`src/hdl/buck_supervisor_pkg.sv`:
```
// Constants and types shared by the octal buck supervisor.
package buck_supervisor_pkg;

  localparam int NCH           = 8;
  localparam int GROUP_MAX     = 4;
  localparam int PAIR_W        = 2;

  // Times in ns and in 40 ns clock cycles.
  localparam int CLK_PERIOD_NS  = 40;
  localparam int EN_DELAY_NS    = 100000;
  localparam int FIRST_EXTRA_NS = 1500000;
  localparam int FILTER_NS      = 100000;
  localparam int SYNC_LOSS_NS   = 5000;
  localparam int EN_DELAY_CYC    = (EN_DELAY_NS + CLK_PERIOD_NS - 1) / CLK_PERIOD_NS;
  localparam int FIRST_EXTRA_CYC = (FIRST_EXTRA_NS + CLK_PERIOD_NS - 1) / CLK_PERIOD_NS;
  localparam int FILTER_CYC      = (FILTER_NS + CLK_PERIOD_NS - 1) / CLK_PERIOD_NS;
  localparam int SYNC_LOSS_CYC   = (SYNC_LOSS_NS + CLK_PERIOD_NS - 1) / CLK_PERIOD_NS;

  localparam int CNT_W  = 17;
  localparam int FLT_W  = 12;
  localparam int GAP_W  = 8;
  localparam int FREQ_W = 16;
  localparam int ACC_W  = 18;
  localparam int QCNT_W = 4;
  localparam int ADDR_W = 8;

  // Oscillator, in kHz.
  localparam logic [FREQ_W-1:0] FREQ_MIN_KHZ     = 16'h00fa;
  localparam logic [FREQ_W-1:0] FREQ_MAX_KHZ     = 16'h0fa0;
  localparam logic [FREQ_W-1:0] FREQ_DEFAULT_KHZ = 16'h07d0;
  localparam logic [FREQ_W-1:0] FREQ_STEP_KHZ    = 16'h0004;
  localparam logic [ACC_W-1:0]  CLK_KHZ          = 18'h061a8;
  localparam logic [QCNT_W-1:0] QUARTERS         = 4'h4;

  // Register map.
  localparam logic [ADDR_W-1:0] CTRL_OFFSET   = 8'h00;
  localparam logic [ADDR_W-1:0] STATUS_OFFSET = 8'h04;
  localparam logic [ADDR_W-1:0] GROUP_OFFSET  = 8'h08;
  localparam logic [ADDR_W-1:0] OSC_OFFSET    = 8'h0c;
  localparam logic [FREQ_W-1:0] CTRL_RESET    = 16'h07d0;
  localparam int ST_OK_LSB      = 0;
  localparam int ST_RUN_LSB     = 8;
  localparam int ST_SUMMARY_BIT = 16;
  localparam int ST_THERMAL_BIT = 17;
  localparam int ST_SYNC_BIT    = 18;
  localparam int ST_FCM_BIT     = 19;
  localparam int ST_PRECISE_BIT = 20;
  localparam int GR_MASTER_LSB  = 0;
  localparam int GR_SLAVE_LSB   = 8;
  localparam logic [1:0] RESP_OKAY   = 2'h0;
  localparam logic [1:0] RESP_DECERR = 2'h3;

  typedef enum logic [1:0] {
    CH_OFF  = 2'b00,
    CH_WAIT = 2'b01,
    CH_RUN  = 2'b10
  } chan_state_t;

endpackage : buck_supervisor_pkg

```
`src/hdl/octal_buck_supervisor.sv`:
```
// Supervisor and sequencer for an eight-channel buck regulator.
// Operation
// Mode input picks light-load skipping when low, forced continuous when high.
// Enable threshold is 730mV with all channels off, 400mV once any runs; precise_threshold rises once any channel is enabled.
// Switching starts 100us after enable, plus 1.5ms for the first channel.
// High-side turn-on phases are 0, 90, 180, 270 degrees per channel pair.
// Phase nodes of shut-down channels are not driven at all.
// Up to four adjacent channels merge; sense tied to supply marks a slave.
// Only the master enable controls a group; slave enables are held low.
// Channel one is never a slave and channel eight never a master.
// Channel ok rises above 98% for channel one, 95% for the others.
// Channel ok falls below 97% for channel one, 94% for the others.
// Summary pulls low after a channel ok stays low over 100us.
// A rising channel ok reaches the summary after 100us.
// Excess output pulls summary low after 100us, releases 100us after clearing.
// Summary faults are not latched and release once no fault remains.
// Summary is low with no channel on, any lockout, or thermal shutdown; channel lockouts count only where en_eff is set.
// Shutdown at 170C holds channels off until 160C.
// Temperature monitor is off with no channel enabled or output tied to bias.
// Oscillator is clamped to 250kHz..4MHz; tied frequency input selects 2MHz.
// Pair one turns on at each sync rising edge.
// A present sync clock forces continuous mode.
// Sync loss found after 5us, then frequency glides back.
// Sync is 1MHz..3MHz from outside, or held at ground.
// Summary output is open drain: only pulled low, pull-up gives high.
// Delays and filters are counters of the clock.
//
// Chosen here: the AXI4-Lite slave port and the register offsets.
`timescale 1ns/1ps
module octal_buck_supervisor #(
  parameter int FIRST_EXTRA_CYC = buck_supervisor_pkg::FIRST_EXTRA_CYC
) (
  input  wire logic                                   aclk,
  input  wire logic                                   aresetn,
  input  wire logic                                   clk_en,
  input  wire logic                                   mode_pin,
  input  wire logic [buck_supervisor_pkg::NCH-1:0]    channel_enable,
  input  wire logic [buck_supervisor_pkg::NCH-1:0]    output_sense_at_supply,
  input  wire logic [buck_supervisor_pkg::NCH-1:0]    above_rise,
  input  wire logic [buck_supervisor_pkg::NCH-1:0]    above_hold,
  input  wire logic [buck_supervisor_pkg::NCH-1:0]    above_excess,
  input  wire logic [buck_supervisor_pkg::NCH-1:0]    above_excess_clear,
  input  wire logic [buck_supervisor_pkg::NCH-1:0]    channel_low_supply_lockout,
  input  wire logic                                   bias_low_supply_lockout,
  input  wire logic                                   temp_hot,
  input  wire logic                                   temp_cool,
  input  wire logic                                   temp_out_tied_bias,
  input  wire logic                                   freq_set_resistor_tied_bias,
  input  wire logic                                   sync_in,
  output logic                                        summary_ok_out,
  output logic                                        summary_ok_oe,
  output logic [buck_supervisor_pkg::NCH-1:0]         phase_node_drive,
  output logic [buck_supervisor_pkg::NCH-1:0]         phase_node_hs_on,
  output logic [buck_supervisor_pkg::NCH-1:0]         channel_ok,
  output logic [buck_supervisor_pkg::NCH-1:0]         excess_output_flag,
  output logic                                        forced_continuous,
  output logic                                        precise_threshold,
  output logic                                        temp_monitor_on,
  output logic                                        thermal_shutdown,
  input  wire logic [buck_supervisor_pkg::ADDR_W-1:0] s_axi_awaddr,
  input  wire logic                                   s_axi_awvalid,
  output logic                                        s_axi_awready,
  input  wire logic [31:0]                            s_axi_wdata,
  input  wire logic [3:0]                             s_axi_wstrb,
  input  wire logic                                   s_axi_wvalid,
  output logic                                        s_axi_wready,
  output logic [1:0]                                  s_axi_bresp,
  output logic                                        s_axi_bvalid,
  input  wire logic                                   s_axi_bready,
  input  wire logic [buck_supervisor_pkg::ADDR_W-1:0] s_axi_araddr,
  input  wire logic                                   s_axi_arvalid,
  output logic                                        s_axi_arready,
  output logic [31:0]                                 s_axi_rdata,
  output logic [1:0]                                  s_axi_rresp,
  output logic                                        s_axi_rvalid,
  input  wire logic                                   s_axi_rready
);

  localparam int NCH = buck_supervisor_pkg::NCH;

  typedef logic [buck_supervisor_pkg::CNT_W-1:0]  dly_t;
  typedef logic [buck_supervisor_pkg::FLT_W-1:0]  flt_t;
  typedef logic [buck_supervisor_pkg::GAP_W-1:0]  gap_t;
  typedef logic [buck_supervisor_pkg::FREQ_W-1:0] freq_t;
  typedef logic [buck_supervisor_pkg::ACC_W-1:0]  acc_t;
  typedef logic [buck_supervisor_pkg::QCNT_W-1:0] qcnt_t;
  typedef logic [buck_supervisor_pkg::PAIR_W-1:0] pair_t;
  typedef logic [buck_supervisor_pkg::ADDR_W-1:0] addr_t;

  typedef struct packed {
    buck_supervisor_pkg::chan_state_t [NCH-1:0] ch;
    dly_t [NCH-1:0]                             dly;
    logic [NCH-1:0]                             ok;
    logic [NCH-1:0]                             filt_ok;
    flt_t [NCH-1:0]                             flt;
    logic [NCH-1:0]                             excess;
    logic                                       excess_filt;
    flt_t                                       excess_cnt;
    logic                                       thermal;
    logic                                       summary_low;
    logic                                       fcm;
    logic                                       precise;
    logic                                       temp_on;
    logic                                       sync_prev;
    logic                                       sync_present;
    gap_t                                       sync_gap;
    acc_t                                       acc;
    pair_t                                      quarter;
    qcnt_t                                      qcount;
    freq_t                                      cur_f;
    logic [NCH-1:0]                             hs_on;
    freq_t                                      freq_reg;
    logic                                       aw_held;
    logic                                       w_held;
    addr_t                                      awaddr;
    logic [31:0]                                wdata;
    logic [3:0]                                 wstrb;
    logic                                       bvalid;
    logic [1:0]                                 bresp;
    logic                                       rvalid;
    logic [31:0]                                rdata;
    logic [1:0]                                 rresp;
  } state_t;

  state_t         s;
  state_t         next_s;
  logic [NCH-1:0] slave;
  logic [NCH-1:0] master;
  logic [NCH-1:0] en_eff;
  logic [NCH-1:0] watched;
  freq_t          target_f;

  // Group decode is pure wiring of the straps; a run longer than four starts a new group.
  always_comb begin
    int run_len;
    run_len = 0;
    slave = '0;
    master = '0;
    for (int i = 1; i < NCH; i++) begin
      if (output_sense_at_supply[i] && run_len < buck_supervisor_pkg::GROUP_MAX - 1) begin
        slave[i] = 1'b1;
        run_len = run_len + 1;
      end else begin
        run_len = 0;
      end
    end
    for (int i = 0; i < NCH - 1; i++) begin
      master[i] = !slave[i] && slave[i + 1];
    end
    en_eff[0] = channel_enable[0];
    for (int i = 1; i < NCH; i++) begin
      en_eff[i] = slave[i] ? en_eff[i - 1] : channel_enable[i];
    end
    watched = en_eff & ~slave;
  end

  always_comb begin
    if (freq_set_resistor_tied_bias) begin
      target_f = buck_supervisor_pkg::FREQ_DEFAULT_KHZ;
    end else if (s.freq_reg < buck_supervisor_pkg::FREQ_MIN_KHZ) begin
      target_f = buck_supervisor_pkg::FREQ_MIN_KHZ;
    end else if (s.freq_reg > buck_supervisor_pkg::FREQ_MAX_KHZ) begin
      target_f = buck_supervisor_pkg::FREQ_MAX_KHZ;
    end else begin
      target_f = s.freq_reg;
    end
  end

  always_comb begin
    logic  first;
    logic  stop;
    logic  sync_rise;
    acc_t  nco_sum;
    pair_t q_next;
    logic  q_tick;
    addr_t ra;
    next_s = s;
    first = 1'b1;
    for (int i = 0; i < NCH; i++) begin
      if (s.ch[i] != buck_supervisor_pkg::CH_OFF) begin
        first = 1'b0;
      end
    end

    // Channel sequencing; thermal shutdown and lockouts force channels off.
    for (int i = 0; i < NCH; i++) begin
      stop = !en_eff[i] || s.thermal || channel_low_supply_lockout[i]
             || bias_low_supply_lockout;
      unique case (s.ch[i])
        buck_supervisor_pkg::CH_OFF: begin
          if (!stop) begin
            next_s.ch[i] = buck_supervisor_pkg::CH_WAIT;
            next_s.dly[i] = dly_t'(buck_supervisor_pkg::EN_DELAY_CYC - 1
                            + (first ? FIRST_EXTRA_CYC : 0));
          end
        end
        buck_supervisor_pkg::CH_WAIT: begin
          if (stop) begin
            next_s.ch[i] = buck_supervisor_pkg::CH_OFF;
          end else if (s.dly[i] == '0) begin
            next_s.ch[i] = buck_supervisor_pkg::CH_RUN;
          end else begin
            next_s.dly[i] = s.dly[i] - dly_t'(1);
          end
        end
        buck_supervisor_pkg::CH_RUN: begin
          if (stop) begin
            next_s.ch[i] = buck_supervisor_pkg::CH_OFF;
          end
        end
        default: begin
          next_s.ch[i] = buck_supervisor_pkg::CH_OFF;
        end
      endcase

      // Channel ok with hysteresis; comparators set the percentages.
      if (s.ch[i] != buck_supervisor_pkg::CH_RUN || slave[i]) begin
        next_s.ok[i] = 1'b0;
      end else if (!s.ok[i] && above_rise[i]) begin
        next_s.ok[i] = 1'b1;
      end else if (s.ok[i] && !above_hold[i]) begin
        next_s.ok[i] = 1'b0;
      end

      // A change of channel ok must persist before the summary sees it.
      if (!watched[i] || s.ok[i] == s.filt_ok[i]) begin
        next_s.flt[i] = '0;
        if (!watched[i]) begin
          next_s.filt_ok[i] = 1'b0;
        end
      end else if (s.ok[i] && s.flt[i] == flt_t'(buck_supervisor_pkg::FILTER_CYC - 1)) begin
        next_s.filt_ok[i] = 1'b1;
        next_s.flt[i] = '0;
      end else if (!s.ok[i] && s.flt[i] == flt_t'(buck_supervisor_pkg::FILTER_CYC)) begin
        next_s.filt_ok[i] = 1'b0;
        next_s.flt[i] = '0;
      end else begin
        next_s.flt[i] = s.flt[i] + flt_t'(1);
      end

      if (s.ch[i] != buck_supervisor_pkg::CH_RUN || slave[i]) begin
        next_s.excess[i] = 1'b0;
      end else if (above_excess[i]) begin
        next_s.excess[i] = 1'b1;
      end else if (!above_excess_clear[i]) begin
        next_s.excess[i] = 1'b0;
      end
    end

    // Excess output is filtered 100us in both directions.
    if ((|s.excess) == s.excess_filt) begin
      next_s.excess_cnt = '0;
    end else if (s.excess_cnt == flt_t'(buck_supervisor_pkg::FILTER_CYC - 1)) begin
      next_s.excess_filt = |s.excess;
      next_s.excess_cnt = '0;
    end else begin
      next_s.excess_cnt = s.excess_cnt + flt_t'(1);
    end

    // Setting wins over clearing if both comparators fire together.
    if (temp_hot) begin
      next_s.thermal = 1'b1;
    end else if (temp_cool) begin
      next_s.thermal = 1'b0;
    end

    // Recomputed each cycle, so nothing latches.
    next_s.summary_low = !(|en_eff) || |(en_eff & channel_low_supply_lockout)
                         || bias_low_supply_lockout || s.thermal || s.excess_filt
                         || |(watched & ~s.filt_ok);
    next_s.precise = |en_eff;
    next_s.temp_on = (|en_eff) && !temp_out_tied_bias;
    next_s.fcm = mode_pin || s.sync_present;

    // Sync is gone after 5us without a rising edge.
    sync_rise = sync_in && !s.sync_prev;
    next_s.sync_prev = sync_in;
    if (sync_rise) begin
      next_s.sync_present = 1'b1;
      next_s.sync_gap = '0;
    end else if (s.sync_gap == gap_t'(buck_supervisor_pkg::SYNC_LOSS_CYC)) begin
      next_s.sync_present = 1'b0;
    end else begin
      next_s.sync_gap = s.sync_gap + gap_t'(1);
    end

    // The accumulator runs on while loss is pending.
    nco_sum = s.acc + acc_t'({s.cur_f, 2'b00});
    q_tick = nco_sum >= buck_supervisor_pkg::CLK_KHZ;
    q_next = s.quarter;
    next_s.hs_on = '0;
    if (sync_rise) begin
      next_s.acc = '0;
      q_next = '0;
      next_s.qcount = '0;
      if (s.sync_present) begin
        // A bang-bang step walks the frequency toward the sync rate.
        if (s.qcount < buck_supervisor_pkg::QUARTERS
            && s.cur_f < buck_supervisor_pkg::FREQ_MAX_KHZ) begin
          next_s.cur_f = s.cur_f + buck_supervisor_pkg::FREQ_STEP_KHZ;
        end else if (s.qcount > buck_supervisor_pkg::QUARTERS
                     && s.cur_f > buck_supervisor_pkg::FREQ_MIN_KHZ) begin
          next_s.cur_f = s.cur_f - buck_supervisor_pkg::FREQ_STEP_KHZ;
        end
      end
    end else if (q_tick) begin
      next_s.acc = nco_sum - buck_supervisor_pkg::CLK_KHZ;
      q_next = s.quarter + pair_t'(1);
      if (s.qcount != '1) begin
        next_s.qcount = s.qcount + qcnt_t'(1);
      end
      if (!s.sync_present) begin
        if (s.cur_f + buck_supervisor_pkg::FREQ_STEP_KHZ < target_f) begin
          next_s.cur_f = s.cur_f + buck_supervisor_pkg::FREQ_STEP_KHZ;
        end else if (s.cur_f > target_f + buck_supervisor_pkg::FREQ_STEP_KHZ) begin
          next_s.cur_f = s.cur_f - buck_supervisor_pkg::FREQ_STEP_KHZ;
        end else begin
          next_s.cur_f = target_f;
        end
      end
    end else begin
      next_s.acc = nco_sum;
    end
    next_s.quarter = q_next;
    if (sync_rise || q_tick) begin
      for (int i = 0; i < NCH; i++) begin
        next_s.hs_on[i] = (pair_t'(i / 2) == q_next)
                          && s.ch[i] == buck_supervisor_pkg::CH_RUN;
      end
    end

    // AXI4-Lite write: address and data are taken in either order.
    if (s_axi_awvalid && s_axi_awready) begin
      next_s.aw_held = 1'b1;
      next_s.awaddr = s_axi_awaddr;
    end
    if (s_axi_wvalid && s_axi_wready) begin
      next_s.w_held = 1'b1;
      next_s.wdata = s_axi_wdata;
      next_s.wstrb = s_axi_wstrb;
    end
    if (s.aw_held && s.w_held) begin
      next_s.aw_held = 1'b0;
      next_s.w_held = 1'b0;
      next_s.bvalid = 1'b1;
      next_s.bresp = buck_supervisor_pkg::RESP_OKAY;
      if (s.awaddr[7:2] == buck_supervisor_pkg::CTRL_OFFSET[7:2]) begin
        for (int b = 0; b < 2; b++) begin
          if (s.wstrb[b]) begin
            next_s.freq_reg[b * 8 +: 8] = s.wdata[b * 8 +: 8];
          end
        end
      end else if (s.awaddr[7:2] != buck_supervisor_pkg::STATUS_OFFSET[7:2]
                   && s.awaddr[7:2] != buck_supervisor_pkg::GROUP_OFFSET[7:2]
                   && s.awaddr[7:2] != buck_supervisor_pkg::OSC_OFFSET[7:2]) begin
        next_s.bresp = buck_supervisor_pkg::RESP_DECERR;
      end
    end
    if (s.bvalid && s_axi_bready) begin
      next_s.bvalid = 1'b0;
    end

    // AXI4-Lite read.
    ra = s_axi_araddr;
    if (s_axi_arvalid && s_axi_arready) begin
      next_s.rvalid = 1'b1;
      next_s.rdata = '0;
      next_s.rresp = buck_supervisor_pkg::RESP_OKAY;
      if (ra[7:2] == buck_supervisor_pkg::CTRL_OFFSET[7:2]) begin
        next_s.rdata[buck_supervisor_pkg::FREQ_W-1:0] = s.freq_reg;
      end else if (ra[7:2] == buck_supervisor_pkg::STATUS_OFFSET[7:2]) begin
        next_s.rdata[buck_supervisor_pkg::ST_OK_LSB +: NCH] = s.ok;
        for (int i = 0; i < NCH; i++) begin
          next_s.rdata[buck_supervisor_pkg::ST_RUN_LSB + i] =
            s.ch[i] == buck_supervisor_pkg::CH_RUN;
        end
        next_s.rdata[buck_supervisor_pkg::ST_SUMMARY_BIT] = !s.summary_low;
        next_s.rdata[buck_supervisor_pkg::ST_THERMAL_BIT] = s.thermal;
        next_s.rdata[buck_supervisor_pkg::ST_SYNC_BIT] = s.sync_present;
        next_s.rdata[buck_supervisor_pkg::ST_FCM_BIT] = s.fcm;
        next_s.rdata[buck_supervisor_pkg::ST_PRECISE_BIT] = s.precise;
      end else if (ra[7:2] == buck_supervisor_pkg::GROUP_OFFSET[7:2]) begin
        next_s.rdata[buck_supervisor_pkg::GR_MASTER_LSB +: NCH] = master;
        next_s.rdata[buck_supervisor_pkg::GR_SLAVE_LSB +: NCH] = slave;
      end else if (ra[7:2] == buck_supervisor_pkg::OSC_OFFSET[7:2]) begin
        next_s.rdata[buck_supervisor_pkg::FREQ_W-1:0] = s.cur_f;
      end else begin
        next_s.rresp = buck_supervisor_pkg::RESP_DECERR;
      end
    end else if (s.rvalid && s_axi_rready) begin
      next_s.rvalid = 1'b0;
    end
  end

  always_ff @(posedge aclk) begin
    if (!aresetn) begin
      s <= '0;
      s.summary_low <= 1'b1;
      s.freq_reg <= buck_supervisor_pkg::CTRL_RESET;
      s.cur_f <= buck_supervisor_pkg::FREQ_DEFAULT_KHZ;
    end else if (clk_en) begin
      s <= next_s;
    end
  end

  // Open drain: the pin is only ever pulled low.
  assign summary_ok_out = 1'b0;
  assign summary_ok_oe = s.summary_low;
  always_comb begin
    for (int i = 0; i < NCH; i++) begin
      phase_node_drive[i] = s.ch[i] == buck_supervisor_pkg::CH_RUN;
    end
  end
  assign phase_node_hs_on = s.hs_on;
  assign channel_ok = s.ok;
  assign excess_output_flag = s.excess;
  assign forced_continuous = s.fcm;
  assign precise_threshold = s.precise;
  assign temp_monitor_on = s.temp_on;
  assign thermal_shutdown = s.thermal;
  assign s_axi_awready = !s.aw_held && !s.bvalid;
  assign s_axi_wready = !s.w_held && !s.bvalid;
  assign s_axi_bvalid = s.bvalid;
  assign s_axi_bresp = s.bresp;
  assign s_axi_arready = !s.rvalid;
  assign s_axi_rvalid = s.rvalid;
  assign s_axi_rdata = s.rdata;
  assign s_axi_rresp = s.rresp;

endmodule : octal_buck_supervisor

```
`config.mk`:
```
export PLATFORM = sky130hd
export DESIGN_NAME = octal_buck_supervisor
export DESIGN_NICKNAME = d
export VERILOG_FILES = /design/src/hdl/buck_supervisor_pkg.sv /design/src/hdl/octal_buck_supervisor.sv
export SDC_FILE = /design/constraint.sdc
export NUM_CORES = 1
export LEC_CHECK = 0
export ABC_AREA = 1
export BUFFER_PORTS_ARGS = -buffer_cell sky130_fd_sc_hd__buf_2
export CORE_AREA = 3 3 295 297
export DETAILED_ROUTE_END_ITERATION = 8
export DIE_AREA = 0 0 298 300
export MAX_ROUTING_LAYER = met4
export PLACE_DENSITY = 0.43
export SYNTH_ARGS = -nofsm -noshare
export SYNTH_HDL_FRONTEND = slang
export SYNTH_SLANG_ARGS = --single-unit
export TNS_END_PERCENT = 50
```
`constraint.sdc`:
```
create_clock -name aclk -period 9.3 [get_ports aclk]
set_input_delay 0.465 -clock aclk [delete_from_list [all_inputs] [get_ports aclk]]
set_output_delay 0.465 -clock aclk [all_outputs]
set_load 0.01 [all_outputs]
```
==> flow_metrics.tcl, run 1 <==
set metrics [dict create \
    async_flop_share_pct 0 \
    vias 24300 \
    grt_first_pass_wirelength_mm 130 \
    p_per_area_nw_per_um2 225 \
    track_usage_pct 18.6 \
    status "completed" \
    drive_above_1_share_pct 10.2 \
    dpl.hpwl_mm 61.2 \
    avgSynthCellArea_um2 6.63 \
    slew_headroom_pct 30.3 \
    io_buffers 166 \
    worstMarginPinSlew_ns 1.03 \
    hold_ws_ns 0.0834 \
    finalMaxSlewViolations 0 \
    htree_levels 2 \
    timing.fmax_mhz 199 \
    min_period_ns 5.02 \
    clkTransAtPathRegs_ns 0.06 \
    holdPathStages 3 \
    synth-xor-area-share_pct 3.43 \
    nets 4099 \
    hold_viol_final 0 \
    cts_buffer_depth 3 \
    hp-class "input port to flop" \
    synth.area.mux_share_pct 0.0446 \
    area_growth_pct 12.9 \
    yosysSeqAreaShare_pct 32.7 \
    clock_sinks 413 \
    vias_per_cell 4.78 \
    initial_core_util_pct 29.8 \
    netlist_area_um2 25300 \
    post_cts_buffers 0 \
    die_w_um 298 \
    coreArea_um2 84900 \
    cts_buffers 51 \
    syn_inst 3809 \
    antenna_found_initial 10 \
    peakVddDrop_uv 146 \
    layout_common_cells "722 x nand2_1, 518 x nor2_1, 482 x inv_1, 413 x dfxtp_1, 289 x a21oi_1" \
    drt_first_iter_violations 1386 \
    cts_resized 0 \
    postCtsHoldBufs 0 \
    p_leak_nw 12.1 \
    synth_top_family_by_area "simple AND/OR/NAND/NOR gates" \
    root_buffer "clkbuf_16" \
    ys_warn_count 0 \
    period_share_pct 54.0 \
    r2r.worst_path.cells 23 \
    grt_start_max_net_pins 73 \
    wl_per_cell_um 16.3 \
    clock_latency_ns 0.61 \
    crit_type "flop to flop" \
    drc 0 \
    max_cap_violations 0 \
    synth-seq-cells 413 \
    end_kind "flop" \
    setup_viol 0 \
    synthAdderAreaFrac_pct 4.19 \
    fillers 9408 \
    die_h_um 300 \
    skew_ns 0.0143 \
    die-area_um2 89400 \
    rsz0062_at_grt "no" \
    critPathArrivalTime_ns 5.57 \
    synth_enable_flop_cells 0 \
    dr.pass1.iters 6 \
    synth_compound_area_share_pct 15.8 \
    final_common_cell "nand2_1" \
    wl_mm 82.7 \
    ios 202 \
    rows 107 \
    start_kind "flop" \
    gp_congestion 0.897 \
    crit_path_max_fanout 15 \
    cts_tree "done" \
    required_ns 9.85 \
    synth_cell_types 65 \
    grt_pass1_vias 23100 \
    fin_tns_setup_ns 0 \
    grt_overflow 0 \
    antenna_left 0 \
    ys.flop_type "dfxtp_1" \
    synth_simple_gate_area_share_pct 32.4 \
]
-- cells by family after synthesis --
family,count (synthesis)
AND/OR/NAND/NOR,1826
AO/OA/AOI/OAI,702
buffers and inverters,682
flip-flops,413
XOR/XNOR,99
adder cells (fa/ha/maj),84
other,2
multiplexers,1
-- metal layers --
metal | part of all wire (%) | global-route usage (%) | wire length, um
met2 | 43 | 28.9 | 36000
met3 | 4.8 | 2.75 | 3940
met4 | 2.4 | 4.91 | 1960
met1 | 49 | 25.2 | 40800
met5 | 0 | - | 0
-- cells in the mapped netlist (72+ instances only) --
cell type	instances	area share, %
a21oi_1	289	5.7
clkbuf_1	72	1.1
nand2_1	722	11
nor3_1	127	2.5
dfxtp_1	413	33
inv_1	483	7.2
buf_4	72	2.1
nor2_1	518	7.7
ha_1	83	4.1
xor2_1	76	2.6
nand3_1	196	3.9
o21ai_0	235	4.7
nand4_1	75	1.9
-- through the flow --
stage          utilization (%)  total power, mW  std cells  instance area [um^2]  worst slack [ns]
6_report                  33.6             6.42       5079                 28500              4.28
3_3_place_gp              31.5             4.38       4983                 26800              4.48
4_1_cts                   33.6             6.50       5076                 28500              4.43
2_1_floorplan                -             3.77       3828                 25300              5.79
3_5_place_dp              31.5             4.37       4983                 26800              4.45
5_1_grt                   33.6             6.90       5078                 28500              3.86
-- sequential cells by signal (all words and copies together), names as in the netlist --
name,count
precise_threshold,1
s_axi_rvalid,1
s_axi_rdata,21
s_axi_rresp,1
s_axi_bvalid,1
excess_output_flag,8
forced_continuous,1
thermal_shutdown,1
temp_monitor_on,1
s_axi_bresp,1
summary_ok_oe,1
s,359
channel_ok,8
phase_node_hs_on,8
-- critical path: stages, from the launching register on --
cell and delay [ns]:
dfxtp_1 0.29, inv_1 0.13, nand4_1 0.25, nor2_2 0.38, nand3_1 0.26, inv_1 0.19
ha_1 0.16, inv_1 0.08, nor3_1 0.30, nand2_1 0.13, xor2_1 0.16, ha_1 0.27
nand2_1 0.09, nor4_1 0.45, o21ai_0 0.16, nand2_1 0.09, nand2_1 0.29, inv_1 0.52
nand2_1 0.09, o21ai_0 0.09, nor2_1 0.05, o21ai_0 0.34, nand2_1 0.09, nand3_1 0.08
-- where the power goes --
| part | internal (mW) | switching, mW | total [mW] |
|---|---|---|---|
| Combinational | 0.724 | 1.56 | 2.29 |
| Sequential | 1.88 | 0.171 | 2.05 |
| Clock | 1.25 | 0.832 | 2.08 |
| Total | 3.85 | 2.57 | 6.42 |
-- cell type report --
| class | instances | area, um^2 | area share (%) |
|---|---|---|---|
| multi-input combinational | 2733 | 14200 | 49.8 |
| timing repair buffer | 182 | 960 | 3.37 |
| clock buffer | 81 | 1550 | 5.43 |
| clock inverter | 12 | 179 | 0.627 |
| tap | 1144 | 1430 | 5.02 |
| antenna | 3 | 7.51 | 0.0263 |
| inverter | 511 | 1930 | 6.75 |
| sequential | 413 | 8270 | 29.0 |
-- final timing paths --
kind            start           endpoint  slack, ns
max             s[99]             s[112]       4.28
min          mode_pin  forced_continuous       0.08
max reg2reg     s[99]             s[112]       4.28
min reg2reg    s[329]             s[329]       0.45
Power figures use the tool's default switching activity.
==> run 2, diff against run 1 <==
Settings changed: PLACE_DENSITY 0.43 to 0.45.
Clock period 9.3 ns to 4.6 ns, I/O delays scaled along.
==> run 2 against run 1 <==
  * Clock skew increased by 0.0017 ns
  * Sequential power increased by 99%
  * Critical path type unchanged
  * Count of clock-buffer cells in the layout decreased by 6
  * Setup slack got worse by 3.7 ns
  * Via count increased by 1.8%
  * Highest routed layer unchanged
==> flow_metrics.tcl, run 2 (synthesis gave the netlist of run 1 again) <==
set metrics [dict create \
    period_share_pct 87.8 \
    rsz0062_at_grt "no" \
    grt_pass1_vias 23400 \
    regMostFlops "s" \
    drt_first_iter_violations 1496 \
    peakVddDrop_uv 305 \
    finish.utilization_pct 34.6 \
    instances_no_fill 5159 \
    grt_start_max_net_pins 99 \
    clock_latency_ns 0.60 \
    grt_first_pass_wirelength_mm 130 \
    holdPathStages 4 \
    die_w_um 298 \
    area_growth_pct 16.2 \
    p_leak_nw 12.5 \
    dpl-instance-area_um2 26900 \
    min_period_ns 4.04 \
    dr.max_layer_used "met4" \
    initial_core_util_pct 29.8 \
    wl_per_cell_um 15.9 \
    rows 107 \
    finalMaxSlewViolations 0 \
    drive_above_1_share_pct 10.5 \
    crit_path_max_fanout 11 \
    post_cts_buffers 0 \
    stdcell_area_um2 29300 \
    critPathArrivalTime_ns 4.58 \
    status "completed" \
    drc 0 \
    nets 4182 \
    setup_viol 0 \
    dp.cells 5001 \
    wl_met3_mm 3.82 \
    fin_tns_setup_ns 0 \
    r2r_slack_ns 0.56 \
    r2r_end "s[119]" \
    crit_type "flop to flop" \
    antenna_left 0 \
    r2r.worst_path.cells 26 \
    vias 24700 \
    p_per_area_nw_per_um2 447 \
    end_kind "flop" \
    vias_per_cell 4.79 \
    largest_reg_flops 359 \
    timing.rr.start "s[88]" \
    dpl.hpwl_mm 60.8 \
    hold_viol_final 0 \
    worstMarginPinSlew_ns 1.04 \
    layout_common_cells "722 x nand2_1, 518 x nor2_1, 482 x inv_1, 413 x dfxtp_1, 289 x a21oi_1" \
    skew_ns 0.0160 \
    io_buffers 166 \
    clock_sinks 413 \
    die-area_um2 89400 \
    timing.fmax_mhz 248 \
    root_buffer "clkbuf_16" \
    cts_buffers 51 \
    holdCritStartpoint "channel_low_supply_lockout[0]" \
    start_kind "flop" \
    cts_buffer_depth 3 \
    ios 202 \
    max_cap_violations 0 \
    grt_overflow 0 \
    dr_wl_met2_mm 36.6 \
    hold_ws_ns 0.0522 \
    fillers 9347 \
    slew_headroom_pct 30.3 \
    min_to "s[433]" \
    coreArea_um2 84900 \
    die_h_um 300 \
    gp_congestion 0.888 \
    antenna_found_initial 6 \
    drt-met1-wl_mm 39.2 \
    final_common_cell "nand2_1" \
    dr.pass1.iters 6 \
    htree_levels 2 \
    wl_mm 81.8 \
    required_ns 5.14 \
    cts_tree "done" \
    clkTransAtPathRegs_ns 0.06 \
    track_usage_pct 18.5 \
    hp-class "input port to flop" \
]
[run 2: cell types whose count changed in the layout (fill, tap and decap cells not counted), moves of 2 or more]
cell / before / now
dlygate4sd3_1: 0 / 65
buf_4: 17 / 34
clkbuf_1: 14 / 11
clkbuf_8: 16 / 13
bufinv_16: 4 / 6
[run 2: stage by stage]
step / worst slack, ns / power (mW)
5_1_grt: 0.0171 / 14.1
3_3_place_gp: 0.409 / 8.88
2_1_floorplan: 1.09 / 7.62
3_5_place_dp: 0.406 / 8.87
6_report: 0.563 / 13.1
4_1_cts: 0.392 / 13.3
[run 2: worst max-delay path by stage]
stage               slack, ns  start     end
floorplan                1.09  s[88]  s[121]
global placement         0.41  s[88]  s[118]
detailed placement       0.41  s[88]  s[122]
CTS                      0.39  s[88]  s[122]
global route             0.02  s[97]  s[119]
finish                   0.56  s[88]  s[119]
[run 2: final cells by class]
class	count	area [um^2]	area share (%)
diodes	3	7.51	0.0256
clock buffers	75	1500	5.10
clock inverters	15	246	0.840
inverters	511	1930	6.56
multi-input cells	2733	14200	48.4
flip-flops and latches	413	8270	28.2
well taps	1144	1430	4.88
repair buffers	265	1760	5.99
[run 2: power by group]
part | leakage (nW) | total (mW) | internal, mW | switching (mW)
combinational | 8.33 | 4.80 | 1.56 | 3.24
clock | 0.858 | 4.25 | 2.58 | 1.67
sequential | 3.35 | 4.07 | 3.80 | 0.268
[run 2: worst max-delay path, cell delays in order (launching register included)]
cell and delay [ns]:
dfxtp_1 0.33, inv_1 0.15, nand4_1 0.13, nand2_1 0.08, a21oi_1 0.07, nor2_2 0.27, nand3_1 0.23, inv_1 0.18
ha_1 0.16, inv_1 0.08, nor3_2 0.23, nand2_1 0.11, xor2_1 0.15, ha_1 0.27, nand2_1 0.09, nor4_4 0.30
o21ai_0 0.13, nand2_1 0.07, nand2_1 0.14, inv_1 0.11, buf_4 0.19, nand2_1 0.06, o21ai_0 0.07, nor2_1 0.05
o21ai_0 0.17, nor2_1 0.06, nor2_1 0.10
[run 2: layer usage]
layer / track usage, % / up-vias
met2: 29.3 / 451
met3: 2.56 / 114
met1: 24.6 / 11300
li1: - / 12800
met5: - / -
met4: 5.27 / 0
[run 2: repair_timing]
action | 4_1_cts | 5_1_grt
hold buffers | 65 | 0
endpoints found under the hold margin | 48 | 0
endpoints found under the setup margin | 0 | 13
gates resized for setup | 0 | 3
